$ cat src/include/rdt_pkg.sv
// constants for the reload down timer set
// assumes one system clock and synchronous pins
package rdt_pkg;
  localparam int RDT_CNT_W = 16;
  localparam int RDT_NUM_TIMERS = 6;
  localparam int RDT_NUM_EVENT = 4;
  localparam int RDT_PRE_W = 8;
  localparam logic [15:0] RDT_CNT_RST = 16'h0000;
  localparam logic [7:0] RDT_PRE_RST = 8'h00;
  // prescaler taps, indexed by the two-bit select
  localparam logic [7:0] RDT_TAP_DIV4 = 8'h03;
  localparam logic [7:0] RDT_TAP_DIV16 = 8'h0f;
  localparam logic [7:0] RDT_TAP_DIV64 = 8'h3f;
  localparam logic [7:0] RDT_TAP_DIV256 = 8'hff;
  localparam real RDT_CLK_MHZ = 200.0;
endpackage

$ cat src/logic/rdt_channel.sv
// one 16-bit reloadable down counter with prescaler
// assumes controls are steady or change synchronously to clk_i
`timescale 1ns/1ps
module rdt_channel
  import rdt_pkg::*;
#(
  parameter int CNT_W = 16,
  parameter bit HAS_EVENT = 1'b0
) (
  // clock and reset
  input wire logic clk_i,
  input wire logic sys_rst_i,
  // control
  input wire logic enable_i,
  input wire logic clk_gate_i,
  input wire logic continuous_i,
  input wire logic [1:0] prescale_sel_i,
  input wire logic event_sel_i,
  input wire logic event_pin_i,
  input wire logic [CNT_W-1:0] reload_i,
  // status
  output logic [CNT_W-1:0] count_o,
  output logic zero_pulse_o,
  output logic running_o,
  output logic toggle_o
);
  logic [RDT_PRE_W-1:0] pre_q, pre_d;
  logic [CNT_W-1:0] cnt_q, cnt_d;
  logic run_q, run_d, ev_q, ev_d, zp_q, zp_d, tg_q, tg_d;
  logic [RDT_PRE_W-1:0] tap;
  logic tick, use_event;

  assign use_event = HAS_EVENT && event_sel_i;

  always_comb begin
    unique case (prescale_sel_i)
      2'd0: tap = RDT_TAP_DIV4;
      2'd1: tap = RDT_TAP_DIV16;
      2'd2: tap = RDT_TAP_DIV64;
      2'd3: tap = RDT_TAP_DIV256;
    endcase
  end

  always_comb begin
    pre_d = pre_q;
    cnt_d = cnt_q;
    run_d = run_q;
    ev_d = event_pin_i;
    zp_d = 1'b0;
    tg_d = tg_q;
    tick = 1'b0;
    if (!enable_i) begin
      // disabled: arm with reload, start again on enable
      run_d = 1'b0;
      cnt_d = reload_i;
      pre_d = RDT_PRE_RST;
    end else if (clk_gate_i) begin
      ev_d = ev_q;
    end else begin
      if (!run_q && cnt_q != '0) begin
        run_d = 1'b1;
      end
      if (use_event) begin
        tick = event_pin_i && !ev_q;
      end else begin
        tick = (pre_q == tap);
        pre_d = (pre_q == tap) ? RDT_PRE_RST : pre_q + 1'b1;
      end
      if (run_q && tick) begin
        if (cnt_q == {{(CNT_W-1){1'b0}}, 1'b1}) begin
          zp_d = 1'b1;
          // output toggles on each terminal count
          tg_d = !tg_q;
          // reload if continuous, else stop at zero
          if (continuous_i) begin
            cnt_d = reload_i;
          end else begin
            cnt_d = '0;
            run_d = 1'b0;
          end
        end else begin
          cnt_d = cnt_q - 1'b1;
        end
      end
    end
  end

  always_ff @(posedge clk_i or posedge sys_rst_i) begin
    if (sys_rst_i) begin
      pre_q <= RDT_PRE_RST;
      cnt_q <= '0;
      run_q <= 1'b0;
      ev_q <= 1'b0;
      zp_q <= 1'b0;
      tg_q <= 1'b0;
    end else begin
      pre_q <= pre_d;
      cnt_q <= cnt_d;
      run_q <= run_d;
      ev_q <= ev_d;
      zp_q <= zp_d;
      tg_q <= tg_d;
    end
  end

  assign count_o = cnt_q;
  assign zero_pulse_o = zp_q;
  assign running_o = run_q;
  assign toggle_o = tg_q;

  single_stop_a: assert property (@(posedge clk_i) disable iff (sys_rst_i)
    zp_q && !$past(continuous_i) |-> !run_q && cnt_q == '0)
    else $error("single pass did not stop");
  cont_reload_a: assert property (@(posedge clk_i) disable iff (sys_rst_i)
    zp_q && $past(continuous_i) && $past(enable_i) |-> cnt_q == $past(reload_i))
    else $error("continuous did not reload");
  gate_freeze_a: assert property (@(posedge clk_i) disable iff (sys_rst_i)
    enable_i && clk_gate_i ##1 enable_i |-> $stable(cnt_q) && !zp_q)
    else $error("count moved while gated");
  out_toggle_a: assert property (@(posedge clk_i) disable iff (sys_rst_i)
    zp_q |-> tg_q != $past(tg_q))
    else $error("output did not toggle");
  // count steps down by at most one
  step_down_a: assert property (@(posedge clk_i) disable iff (sys_rst_i)
    $past(run_q) && run_q && enable_i && !zp_q && $past(enable_i) |->
      cnt_q == $past(cnt_q) || cnt_q == $past(cnt_q) - 1'b1)
    else $error("count not a down step");
endmodule

$ cat src/logic/rdt_timer_set.sv
// six reloadable down timers, four with event inputs, two with outputs
// assumes controls come from outside logic; pins synchronous to clk_i
// Summary of operation
// - six independent 16-bit down counters
// - prescale clock by 4, 16, 64, 256
// - single-pass or continuous counting modes
// - four timers may count input pin events
// - two timers drive a general output pin
// - per-timer clock gate stops the timer
`timescale 1ns/1ps
module rdt_timer_set
  import rdt_pkg::*;
#(
  parameter int NUM_TIMERS = 6,
  parameter int NUM_EVENT = 4,
  parameter int CNT_W = 16
) (
  // clock and reset
  input wire logic clk_i,
  input wire logic sys_rst_i,
  // per-timer control
  input wire logic [NUM_TIMERS-1:0] enable_i,
  input wire logic [NUM_TIMERS-1:0] clk_gate_i,
  input wire logic [NUM_TIMERS-1:0] continuous_i,
  input wire logic [2*NUM_TIMERS-1:0] prescale_sel_i,
  input wire logic [NUM_TIMERS-1:0] event_sel_i,
  input wire logic [CNT_W*NUM_TIMERS-1:0] reload_i,
  // pins
  input wire logic [NUM_EVENT-1:0] event_pin_i,
  input wire logic [NUM_TIMERS-NUM_EVENT-1:0] out_en_i,
  output logic [NUM_TIMERS-NUM_EVENT-1:0] timer_pin_o,
  // status
  output logic [CNT_W*NUM_TIMERS-1:0] count_o,
  output logic [NUM_TIMERS-1:0] zero_pulse_o,
  output logic [NUM_TIMERS-1:0] running_o
);
  logic [NUM_TIMERS-1:0] toggle;
  logic [NUM_TIMERS-NUM_EVENT-1:0] pin_q, pin_d;

  for (genvar i = 0; i < NUM_TIMERS; i++) begin : g_ch
    logic ev_pin;
    if (i < NUM_EVENT) begin : g_ev
      assign ev_pin = event_pin_i[i];
    end else begin : g_noev
      assign ev_pin = 1'b0;
    end
    rdt_channel #(
      .CNT_W(CNT_W),
      .HAS_EVENT(i < NUM_EVENT)
    ) u_ch (
      .clk_i(clk_i),
      .sys_rst_i(sys_rst_i),
      .enable_i(enable_i[i]),
      .clk_gate_i(clk_gate_i[i]),
      .continuous_i(continuous_i[i]),
      .prescale_sel_i(prescale_sel_i[2*i +: 2]),
      .event_sel_i(event_sel_i[i]),
      .event_pin_i(ev_pin),
      .reload_i(reload_i[CNT_W*i +: CNT_W]),
      .count_o(count_o[CNT_W*i +: CNT_W]),
      .zero_pulse_o(zero_pulse_o[i]),
      .running_o(running_o[i]),
      .toggle_o(toggle[i])
    );
  end

  // output pin follows toggle when enabled, low otherwise
  always_comb begin
    pin_d = out_en_i & toggle[NUM_TIMERS-1:NUM_EVENT];
  end

  always_ff @(posedge clk_i or posedge sys_rst_i) begin
    if (sys_rst_i) begin
      pin_q <= '0;
    end else begin
      pin_q <= pin_d;
    end
  end

  assign timer_pin_o = pin_q;

  // pin tracks toggle one cycle later
  pin_follow_a: assert property (@(posedge clk_i) disable iff (sys_rst_i)
    ##1 timer_pin_o == ($past(out_en_i) & $past(toggle[NUM_TIMERS-1:NUM_EVENT])))
    else $error("output pin mismatch");
  // gated timer gives no zero pulse
  gate_quiet_a: assert property (@(posedge clk_i) disable iff (sys_rst_i)
    $past(clk_gate_i[0]) && $past(enable_i[0]) |-> !zero_pulse_o[0])
    else $error("zero pulse while gated");
  // a stopped single-pass timer stays at zero while still enabled
  idle_zero_a: assert property (@(posedge clk_i) disable iff (sys_rst_i)
    zero_pulse_o[2] && enable_i[2] && !$past(continuous_i[2]) |=>
      count_o[CNT_W*2 +: CNT_W] == '0)
    else $error("single pass restarted");

  // per-timer checks, one copy for each channel
  for (genvar j = 0; j < NUM_TIMERS; j++) begin : g_chk
    // terminal pulse lasts one cycle only
    zp_once_a: assert property (@(posedge clk_i) disable iff (sys_rst_i)
      zero_pulse_o[j] |=> !zero_pulse_o[j])
      else $error("zero pulse longer than one cycle");
    // a disabled timer holds its reload value and is stopped
    load_idle_a: assert property (@(posedge clk_i) disable iff (sys_rst_i)
      !enable_i[j] |=> !running_o[j] &&
        count_o[CNT_W*j +: CNT_W] == $past(reload_i[CNT_W*j +: CNT_W]))
      else $error("disabled timer not loaded");
  end
endmodule

$ cat config.mk
export PLATFORM = sky130hd
export DESIGN_NAME = rdt_timer_set
export DESIGN_NICKNAME = d
export VERILOG_FILES = /design/src/include/rdt_pkg.sv /design/src/logic/rdt_channel.sv /design/src/logic/rdt_timer_set.sv
export SDC_FILE = /design/constraint.sdc
export NUM_CORES = 1
export LEC_CHECK = 0
export CORE_MARGIN = 2
export CORE_UTILIZATION = 55
export DETAILED_ROUTE_END_ITERATION = 8
export DONT_BUFFER_PORTS = 1
export PLACE_DENSITY = 0.67
export SLEW_MARGIN = 40
export SYNTH_ARGS = -nofsm -noshare
export SYNTH_HDL_FRONTEND = slang
export SYNTH_SLANG_ARGS = --single-unit
$ cat constraint.sdc
create_clock -name clk_i -period 6.28 [get_ports clk_i]
set_input_delay 1.256 -clock clk_i [delete_from_list [all_inputs] [get_ports clk_i]]
set_output_delay 1.256 -clock clk_i [all_outputs]
set_load 0.02 [all_outputs]
==> results.sh, run 1 <==
export IMPL_yosys_register_bits=164
export IMPL_cell_internal_pwr_mw=1.91
export IMPL_holdWs_ns=0.460
export IMPL_routabilityCongestion=0.922
export IMPL_startpoint_type="flop"
export IMPL_fin_crit_ns=2.95
export IMPL_final_core_util_pct=59.1
export IMPL_ys_flop_type="dfrtp_1"
export IMPL_comb_power_share_pct=14.5
export IMPL_power_leakage_nw=4.31
export IMPL_skew_ns=0.0119
export IMPL_post_cts_resized=0
export IMPL_drc_errors=0
export IMPL_maxCapViolations=0
export IMPL_p_clk_share_pct=36.6
export IMPL_synth_seq_area_share_pct=39.4
export IMPL_synthCells=1228
export IMPL_grt_total_usage_pct=27.6
export IMPL_core_sq_um=18600
export IMPL_vias=9495
export IMPL_first_global_vias=8848
export IMPL_post_cts_setup_buffers=0
export IMPL_critPathKind="reg2reg"
export IMPL_ant_nets=0
export IMPL_syn_cell_area_sq_um=10400
export IMPL_reg2reg_from="g_ch[1].u_ch.count_o[12]$_DFFE_PP0P_"
export IMPL_die_y_um=142
export IMPL_max_freq_mhz=339
export IMPL_worstPathCellList="or4_1 -> nor2_2 -> nand4_1 -> and2_1 -> a32oi_1 -> o22ai_1"
export IMPL_num_nets_final=1345
export IMPL_fin_area_sq_um=11000
export IMPL_totalWireLength_mm=27.9
export IMPL_initial_core_util_pct=55.8
export IMPL_ctsHoldBuffers=0
export IMPL_dpl_instance_area_sq_um=10400
export IMPL_rows=50
export IMPL_setup_tns_final_ns=0
export IMPL_p_sw_share_pct=33.5
export IMPL_cts_sinks=164
export IMPL_reg2reg_depth=6
export IMPL_timing_final_crit_share_pct=47.0
export IMPL_critPathMaxFanout=15
export IMPL_numCtsBuffers=17
export IMPL_critical_path_max_stage_delay_ns=0.65
export IMPL_vias_per_cell=6.62
export IMPL_die_area_sq_um=20000
export IMPL_wl_per_cell_um=19.4
export IMPL_grt_overflow_total=0
export IMPL_hp_class="reg2reg"
export IMPL_diodes=0
export IMPL_vdd_drop_max_uv=179
export IMPL_syn_avg_cell_area_sq_um=8.48
export IMPL_grt_max_degree=109
export IMPL_final_hold_violation_count=0
export IMPL_required_ns=6.55
export IMPL_hpwlAfterDp_mm=20.2
export IMPL_clk_latency_ns=0.43
export IMPL_min_path_cells=1
export IMPL_ys_types=87
export IMPL_setup_viol=0
export IMPL_syn_to_final_growth_pct=5.89
export IMPL_io_pins=250
export IMPL_fp_dieW_um=142
export IMPL_cts_clk_slew_worst_paths_ns=0.06
export IMPL_grt_pass1_wl_mm=45.3
export IMPL_yosys_warnings=0
export IMPL_arrival_ns=3.22
export IMPL_cts_max_path_buffers=2
export IMPL_min_from="g_ch[4].u_ch.toggle_o$_DFFE_PP0P_"
export IMPL_worst_pin_slew_ns=0.759
export IMPL_r2r_slack_ns=3.33
export IMPL_critical_path_endpoint_type="flop"
export IMPL_switchingPower_mw=0.962
export IMPL_grt_antenna_before_repair=0
export IMPL_root_buffer="clkbuf_16"
export IMPL_rsz0062_at_grt="no"
export IMPL_synth_edf_count=0
export IMPL_pwr_density_cell_nw_per_um2=260
export IMPL_p_seq_share_pct=48.9
export IMPL_status="finished, final reports clean"
export IMPL_cts_htree_levels=4
export IMPL_slew_headroom_pct=49.2
export IMPL_tritoncts="done"
export IMPL_dr_pass1_iters=5
export IMPL_fillers=1665
export IMPL_synth_nets=1386
export IMPL_r2r_end="g_ch[1].u_ch.count_o[15]$_DFFE_PP0P_"
export IMPL_hold_end="g_ch[4].u_ch.toggle_o$_DFFE_PP0P_"
export IMPL_slowest_stage="or4_1"
export IMPL_final_max_slew_viol_count=0
export IMPL_drive_gt1_share_pct=7.50
export IMPL_synthArstFlopShare_pct=100
export IMPL_drtIter0Drc=651
export IMPL_portBuffers=0
## cells by family (layout without fill, tap and decap cells)
group           count (synthesis)  after routing  synth area share, %
simple gates                  488            488                 24.0
xor+xnor                       12             12                 1.01
buf+inv                        96             68                 4.42
mux                            13             13                 1.36
fa+ha+maj                      18             18                 2.16
compound gates                437            437                 27.6
flops                         164            164                 39.4
## registers in the layout, indices dropped and copies added (netlist names)
register,count
g_ch.u_ch.pre_q,48
g_ch.u_ch.running_o,6
g_ch.u_ch.ev_q,4
g_ch.u_ch.toggle_o,2
g_ch.u_ch.count_o,96
g_ch.u_ch.zero_pulse_o,6
timer_pin_o,2
## area by class of cell
class	instances	area (sq um)	share of cell area, %
Tap cell	234	293	2.66
Multi-Input combinational cell	968	5870	53.3
Clock buffer	18	439	3.98
Clock inverter	14	153	1.38
Inverter	31	129	1.17
Sequential cell	164	4100	37.2
Timing Repair Buffer	5	35.0	0.318
## stage by stage
| stage | total power [mW] | worst slack (ns) | instances |
|---|---|---|---|
| after CTS | 2.89 | 3.38 | 1432 |
| after detailed placement | 1.83 | 2.98 | 1400 |
| after floorplan | 1.73 | 0.591 | 1228 |
| after global placement | 1.82 | 2.86 | 1399 |
| final | 2.87 | 3.33 | 1434 |
| after global routing | 3.01 | 3.20 | 1434 |
## cells in the final DEF, fill, tap and decap left out, types with 6 or more instances in the layout
cell	count
a21boi_0	6
a21o_1	6
a21oi_1	115
a22oi_1	30
a31oi_1	6
a32oi_1	14
and2_1	20
and3_1	14
clkbuf_16	17
dfrtp_1	164
ha_1	18
inv_1	29
mux2_2	9
nand2_1	122
nand3_1	37
nand3b_1	6
nand4_1	17
nor2_1	114
nor2b_1	13
nor3_1	50
nor3b_1	10
nor4_1	20
nor4_2	6
o211ai_1	21
o21a_1	7
o21ai_0	107
o21ai_1	22
o22ai_1	19
o31ai_1	7
or3_1	19
or4_1	7
xor2_1	8
## power by group through the flow
stage               Clock, mW  Sequential (mW)  Combinational, mW
finish                   1.05             1.40              0.417
global route             1.12             1.42              0.474
CTS                      1.07             1.40              0.415
detailed placement          0             1.42              0.413
global placement            0             1.42              0.404
floorplan                   0             1.36              0.364
## worst max-delay path: cells and delay by family (launching register included)
| kind | cells | cell delay (ns) |
|---|---|---|
| AOI/OAI and AO/OA | 2 | 0.39 |
| and+or+nand+nor | 4 | 1.89 |
| DFF | 1 | 0.51 |
## synth_stat cells (7+ instances only)
cell type	n	area share [%]
a31oi_1	7	0.42
nor3_1	50	2.4
or4_1	7	0.50
nor2_1	114	4.1
o211ai_1	21	1.5
o22ai_1	19	1.1
a32oi_1	14	1.2
a22oi_1	30	2.2
o21ai_1	23	1.1
o21ai_0	107	5.1
clkbuf_1	32	1.2
dfrtp_1	164	39
nor4_1	20	1.2
a21oi_1	116	5.6
buf_2	14	0.67
nand4_1	17	1.0
ha_1	18	2.2
xor2_1	8	0.67
mux2_2	9	0.97
inv_1	30	1.1
nand2_1	122	4.4
o21a_1	7	0.50
nand3_1	37	1.8
or3_1	19	1.1
and2_1	20	1.2
o31ai_1	7	0.50
and3_1	14	0.84
nor3b_1	10	0.72
buf_4	14	1.0
nor2b_1	14	0.84
## layer usage
metal	track usage, %	share of wire, %	vias to the layer above
met5	0	0	-
met4	9.26	2.7	0
met3	8.10	8.9	48
met2	42.2	45	386
met1	37.7	44	4519
li1	-	-	4542
## how the worst max path moves through the flow
stage | start | end | cells after the start
2_1_floorplan | sys_rst_i | g_ch[0].u_ch.count_o[0]$_DFFE_PP0P_ | 1
3_5_place_dp | prescale_sel_i[11] | g_ch[5].u_ch.count_o[10]$_DFFE_PP0P_ | 6
4_1_cts | g_ch[1].u_ch.count_o[12]$_DFFE_PP0P_ | g_ch[1].u_ch.count_o[12]$_DFFE_PP0P_ | 6
6_report | g_ch[1].u_ch.count_o[12]$_DFFE_PP0P_ | g_ch[1].u_ch.count_o[15]$_DFFE_PP0P_ | 6
5_1_grt | prescale_sel_i[11] | g_ch[5].u_ch.toggle_o$_DFFE_PP0P_ | 7
3_3_place_gp | prescale_sel_i[11] | g_ch[5].u_ch.count_o[1]$_DFFE_PP0P_ | 6
Note: power is estimated with default switching activity, not from simulation.
==> run 2, diff against run 1 <==
PLACE_DENSITY = 0.7   (was 0.67)
clock period = 2.65 ns   (was 6.28 ns; I/O delays follow)
==> run 2 against run 1 <==
  * Total power grew 140%
  * Sequential share of layout area decreased by 1.5 points
  * Register-to-register slack lost 3.1 ns
  * Clock power grew 130%
  * Core utilization increased by 2.5 points
  * Hold slack lost 0.39 ns
  * Sequential power rose by 130%
  * Setup slack lost 3.1 ns
  * Combinational power rose to 3.1 times the previous value
  * Via count increased by 3.2%
  * Count of clock-buffer cells in the layout is 1 higher
  * Largest power group unchanged
==> results.sh, run 2 (synthesis results as in run 1) <==
export IMPL_status="finished, final reports clean"
export IMPL_required_ns=2.97
export IMPL_initial_core_util_pct=55.8
export IMPL_seqCellArea_sq_um=4100
export IMPL_reg2reg_from="g_ch[0].u_ch.count_o[0]$_DFFE_PP0P_"
export IMPL_first_global_vias=9073
export IMPL_rsz0062_at_grt="no"
export IMPL_setup_viol=0
export IMPL_critPathMaxFanout=5
export IMPL_fillers=1668
export IMPL_grt_antenna_before_repair=2
export IMPL_wl_per_cell_um=19.2
export IMPL_portBuffers=0
export IMPL_layout_commonest_cell="dfrtp_1"
export IMPL_post_cts_resized=0
export IMPL_dr_pass1_iters=5
export IMPL_totalWireLength_mm=28.8
export IMPL_final_core_util_pct=61.7
export IMPL_max_freq_mhz=416
export IMPL_r2r_end="g_ch[0].u_ch.count_o[14]$_DFFE_PP0P_"
export IMPL_reg2reg_depth=8
export IMPL_num_nets_final=1406
export IMPL_cts_clk_slew_worst_paths_ns=0.07
export IMPL_vias_per_cell=6.54
export IMPL_critical_path_endpoint_type="flop"
export IMPL_hpwlAfterDp_mm=21.2
export IMPL_holdWs_ns=0.0706
export IMPL_grt_pass1_wl_mm=46.4
export IMPL_hp_class="in2async"
export IMPL_power_leakage_nw=4.61
export IMPL_cts_max_path_buffers=2
export IMPL_rows=50
export IMPL_core_sq_um=18600
export IMPL_final_cell_mix="dfrtp_1, nand2_1, a21oi_1"
export IMPL_grt_busiest_layer="met2"
export IMPL_largest_reg_flops=96
export IMPL_pwr_density_cell_nw_per_um2=601
export IMPL_slew_headroom_pct=53.2
export IMPL_grt_overflow_total=0
export IMPL_die_y_um=142
export IMPL_critical_path_max_stage_delay_ns=0.50
export IMPL_syn_to_final_growth_pct=10.4
export IMPL_tritoncts="done"
export IMPL_cts_htree_levels=4
export IMPL_fp_dieW_um=142
export IMPL_vias=9796
export IMPL_worst_pin_slew_ns=0.702
export IMPL_cts_sinks=164
export IMPL_worstPathCellList="inv_1 -> ha_1 -> or4b_1 -> nor2_1 -> nand2_1 -> nor4b_1 -> o21ai_0 -> a32o_1"
export IMPL_drc_errors=0
export IMPL_use_met3_pct=9.28
export IMPL_post_cts_setup_buffers=0
export IMPL_startpoint_type="flop"
export IMPL_root_buffer="clkbuf_16"
export IMPL_arrival_ns=2.72
export IMPL_fin_crit_ns=2.40
export IMPL_final_hold_violation_count=0
export IMPL_post_place_ws_ns=0.247
export IMPL_critPathKind="reg2reg"
export IMPL_crit_buf_inv=1
export IMPL_multi_input_area_sq_um=5860
export IMPL_ctsHoldBuffers=0
export IMPL_vdd_drop_max_uv=425
export IMPL_grtUsageMet1_pct=37.7
export IMPL_setup_tns_final_ns=0
export IMPL_numCtsBuffers=17
export IMPL_slowest_stage="dfrtp_1"
export IMPL_timing_final_crit_share_pct=90.7
export IMPL_grt_total_usage_pct=28.5
export IMPL_ant_nets=0
export IMPL_die_area_sq_um=20000
export IMPL_clk_latency_ns=0.43
export IMPL_r2r_slack_ns=0.25
export IMPL_use_met2_pct=43.7
export IMPL_maxCapViolations=0
export IMPL_drtIter0Drc=701
export IMPL_cp_top_family="simple AND/OR/NAND/NOR gates"
export IMPL_setup_ws_ns=0.246
export IMPL_routabilityCongestion=0.966
export IMPL_skew_ns=0.0125
export IMPL_grt_max_degree=49
export IMPL_drive_gt1_share_pct=11.8
export IMPL_final_max_slew_viol_count=0
export IMPL_io_pins=250
[run 2: cell types whose count changed in the layout (fill, tap and decap cells not counted)]
| cell | change |
|---|---|
| clkbuf_2 | -1 |
| buf_4 | +59 |
| bufinv_16 | -1 |
| buf_12 | +3 |
| diode_2 | +2 |
| nor2b_1 | +1 |
| o21ai_2 | -1 |
| clkinv_8 | -1 |
| clkbuf_8 | +1 |
| inv_6 | +1 |
| nor2b_2 | -1 |
| clkinv_4 | -1 |
| o21ai_1 | +1 |
| clkinvlp_4 | +1 |
[run 2: final cells by class]
cell class | count | area share, %
Antenna cell | 2 | 0.0435
Clock buffer | 19 | 3.94
Clock inverter | 13 | 1.07
Inverter | 31 | 1.05
Multi-Input combinational cell | 968 | 51.0
Sequential cell | 164 | 35.7
Tap cell | 234 | 2.55
Timing Repair Buffer | 66 | 4.64
[run 2: stage by stage]
step	instances	area, sq um	power [mW]
finish	1497	11500	6.91
global route	1497	11500	7.23
CTS	1495	11500	6.95
detailed placement	1463	10900	4.50
global placement	1463	10900	4.48
floorplan	1228	10400	4.09
[run 2: power by group]
part	switching (mW)	internal (mW)	leakage [nW]	total, mW
logic	0.789	0.509	2.21	1.30
clock network	1.07	1.36	0.278	2.43
registers	0.472	2.71	2.12	3.18
[run 2: worst max path at each step]
stage	from	end	slack, ns	cells past startpoint
2_1_floorplan	sys_rst_i	g_ch[0].u_ch.count_o[0]$_DFFE_PP0P_	0.04	1
3_3_place_gp	g_ch[0].u_ch.count_o[0]$_DFFE_PP0P_	g_ch[0].u_ch.count_o[14]$_DFFE_PP0P_	0.30	8
3_5_place_dp	prescale_sel_i[0]	g_ch[0].u_ch.count_o[3]$_DFFE_PP0P_	0.25	6
4_1_cts	g_ch[0].u_ch.count_o[0]$_DFFE_PP0P_	g_ch[0].u_ch.count_o[14]$_DFFE_PP0P_	0.26	8
5_1_grt	g_ch[0].u_ch.count_o[0]$_DFFE_PP0P_	g_ch[0].u_ch.count_o[14]$_DFFE_PP0P_	0.04	8
6_report	g_ch[0].u_ch.count_o[0]$_DFFE_PP0P_	g_ch[0].u_ch.count_o[14]$_DFFE_PP0P_	0.25	8
[run 2: worst reg2reg max path: stages (launching register included)]
cell and delay (ns):
dfrtp_1 0.50, inv_1 0.13, ha_1 0.21, or4b_1 0.48, nor2_1 0.14, nand2_1 0.16, nor4b_1 0.28, o21ai_0 0.12
a32o_1 0.28
[run 2: metal layers]
| layer | share of wire (%) | vias up |
|---|---|---|
| met5 | 0 | - |
| met4 | 2.8 | 0 |
| met3 | 9.6 | 53 |
| met2 | 46 | 400 |
| met1 | 42 | 4692 |
| li1 | - | 4651 |
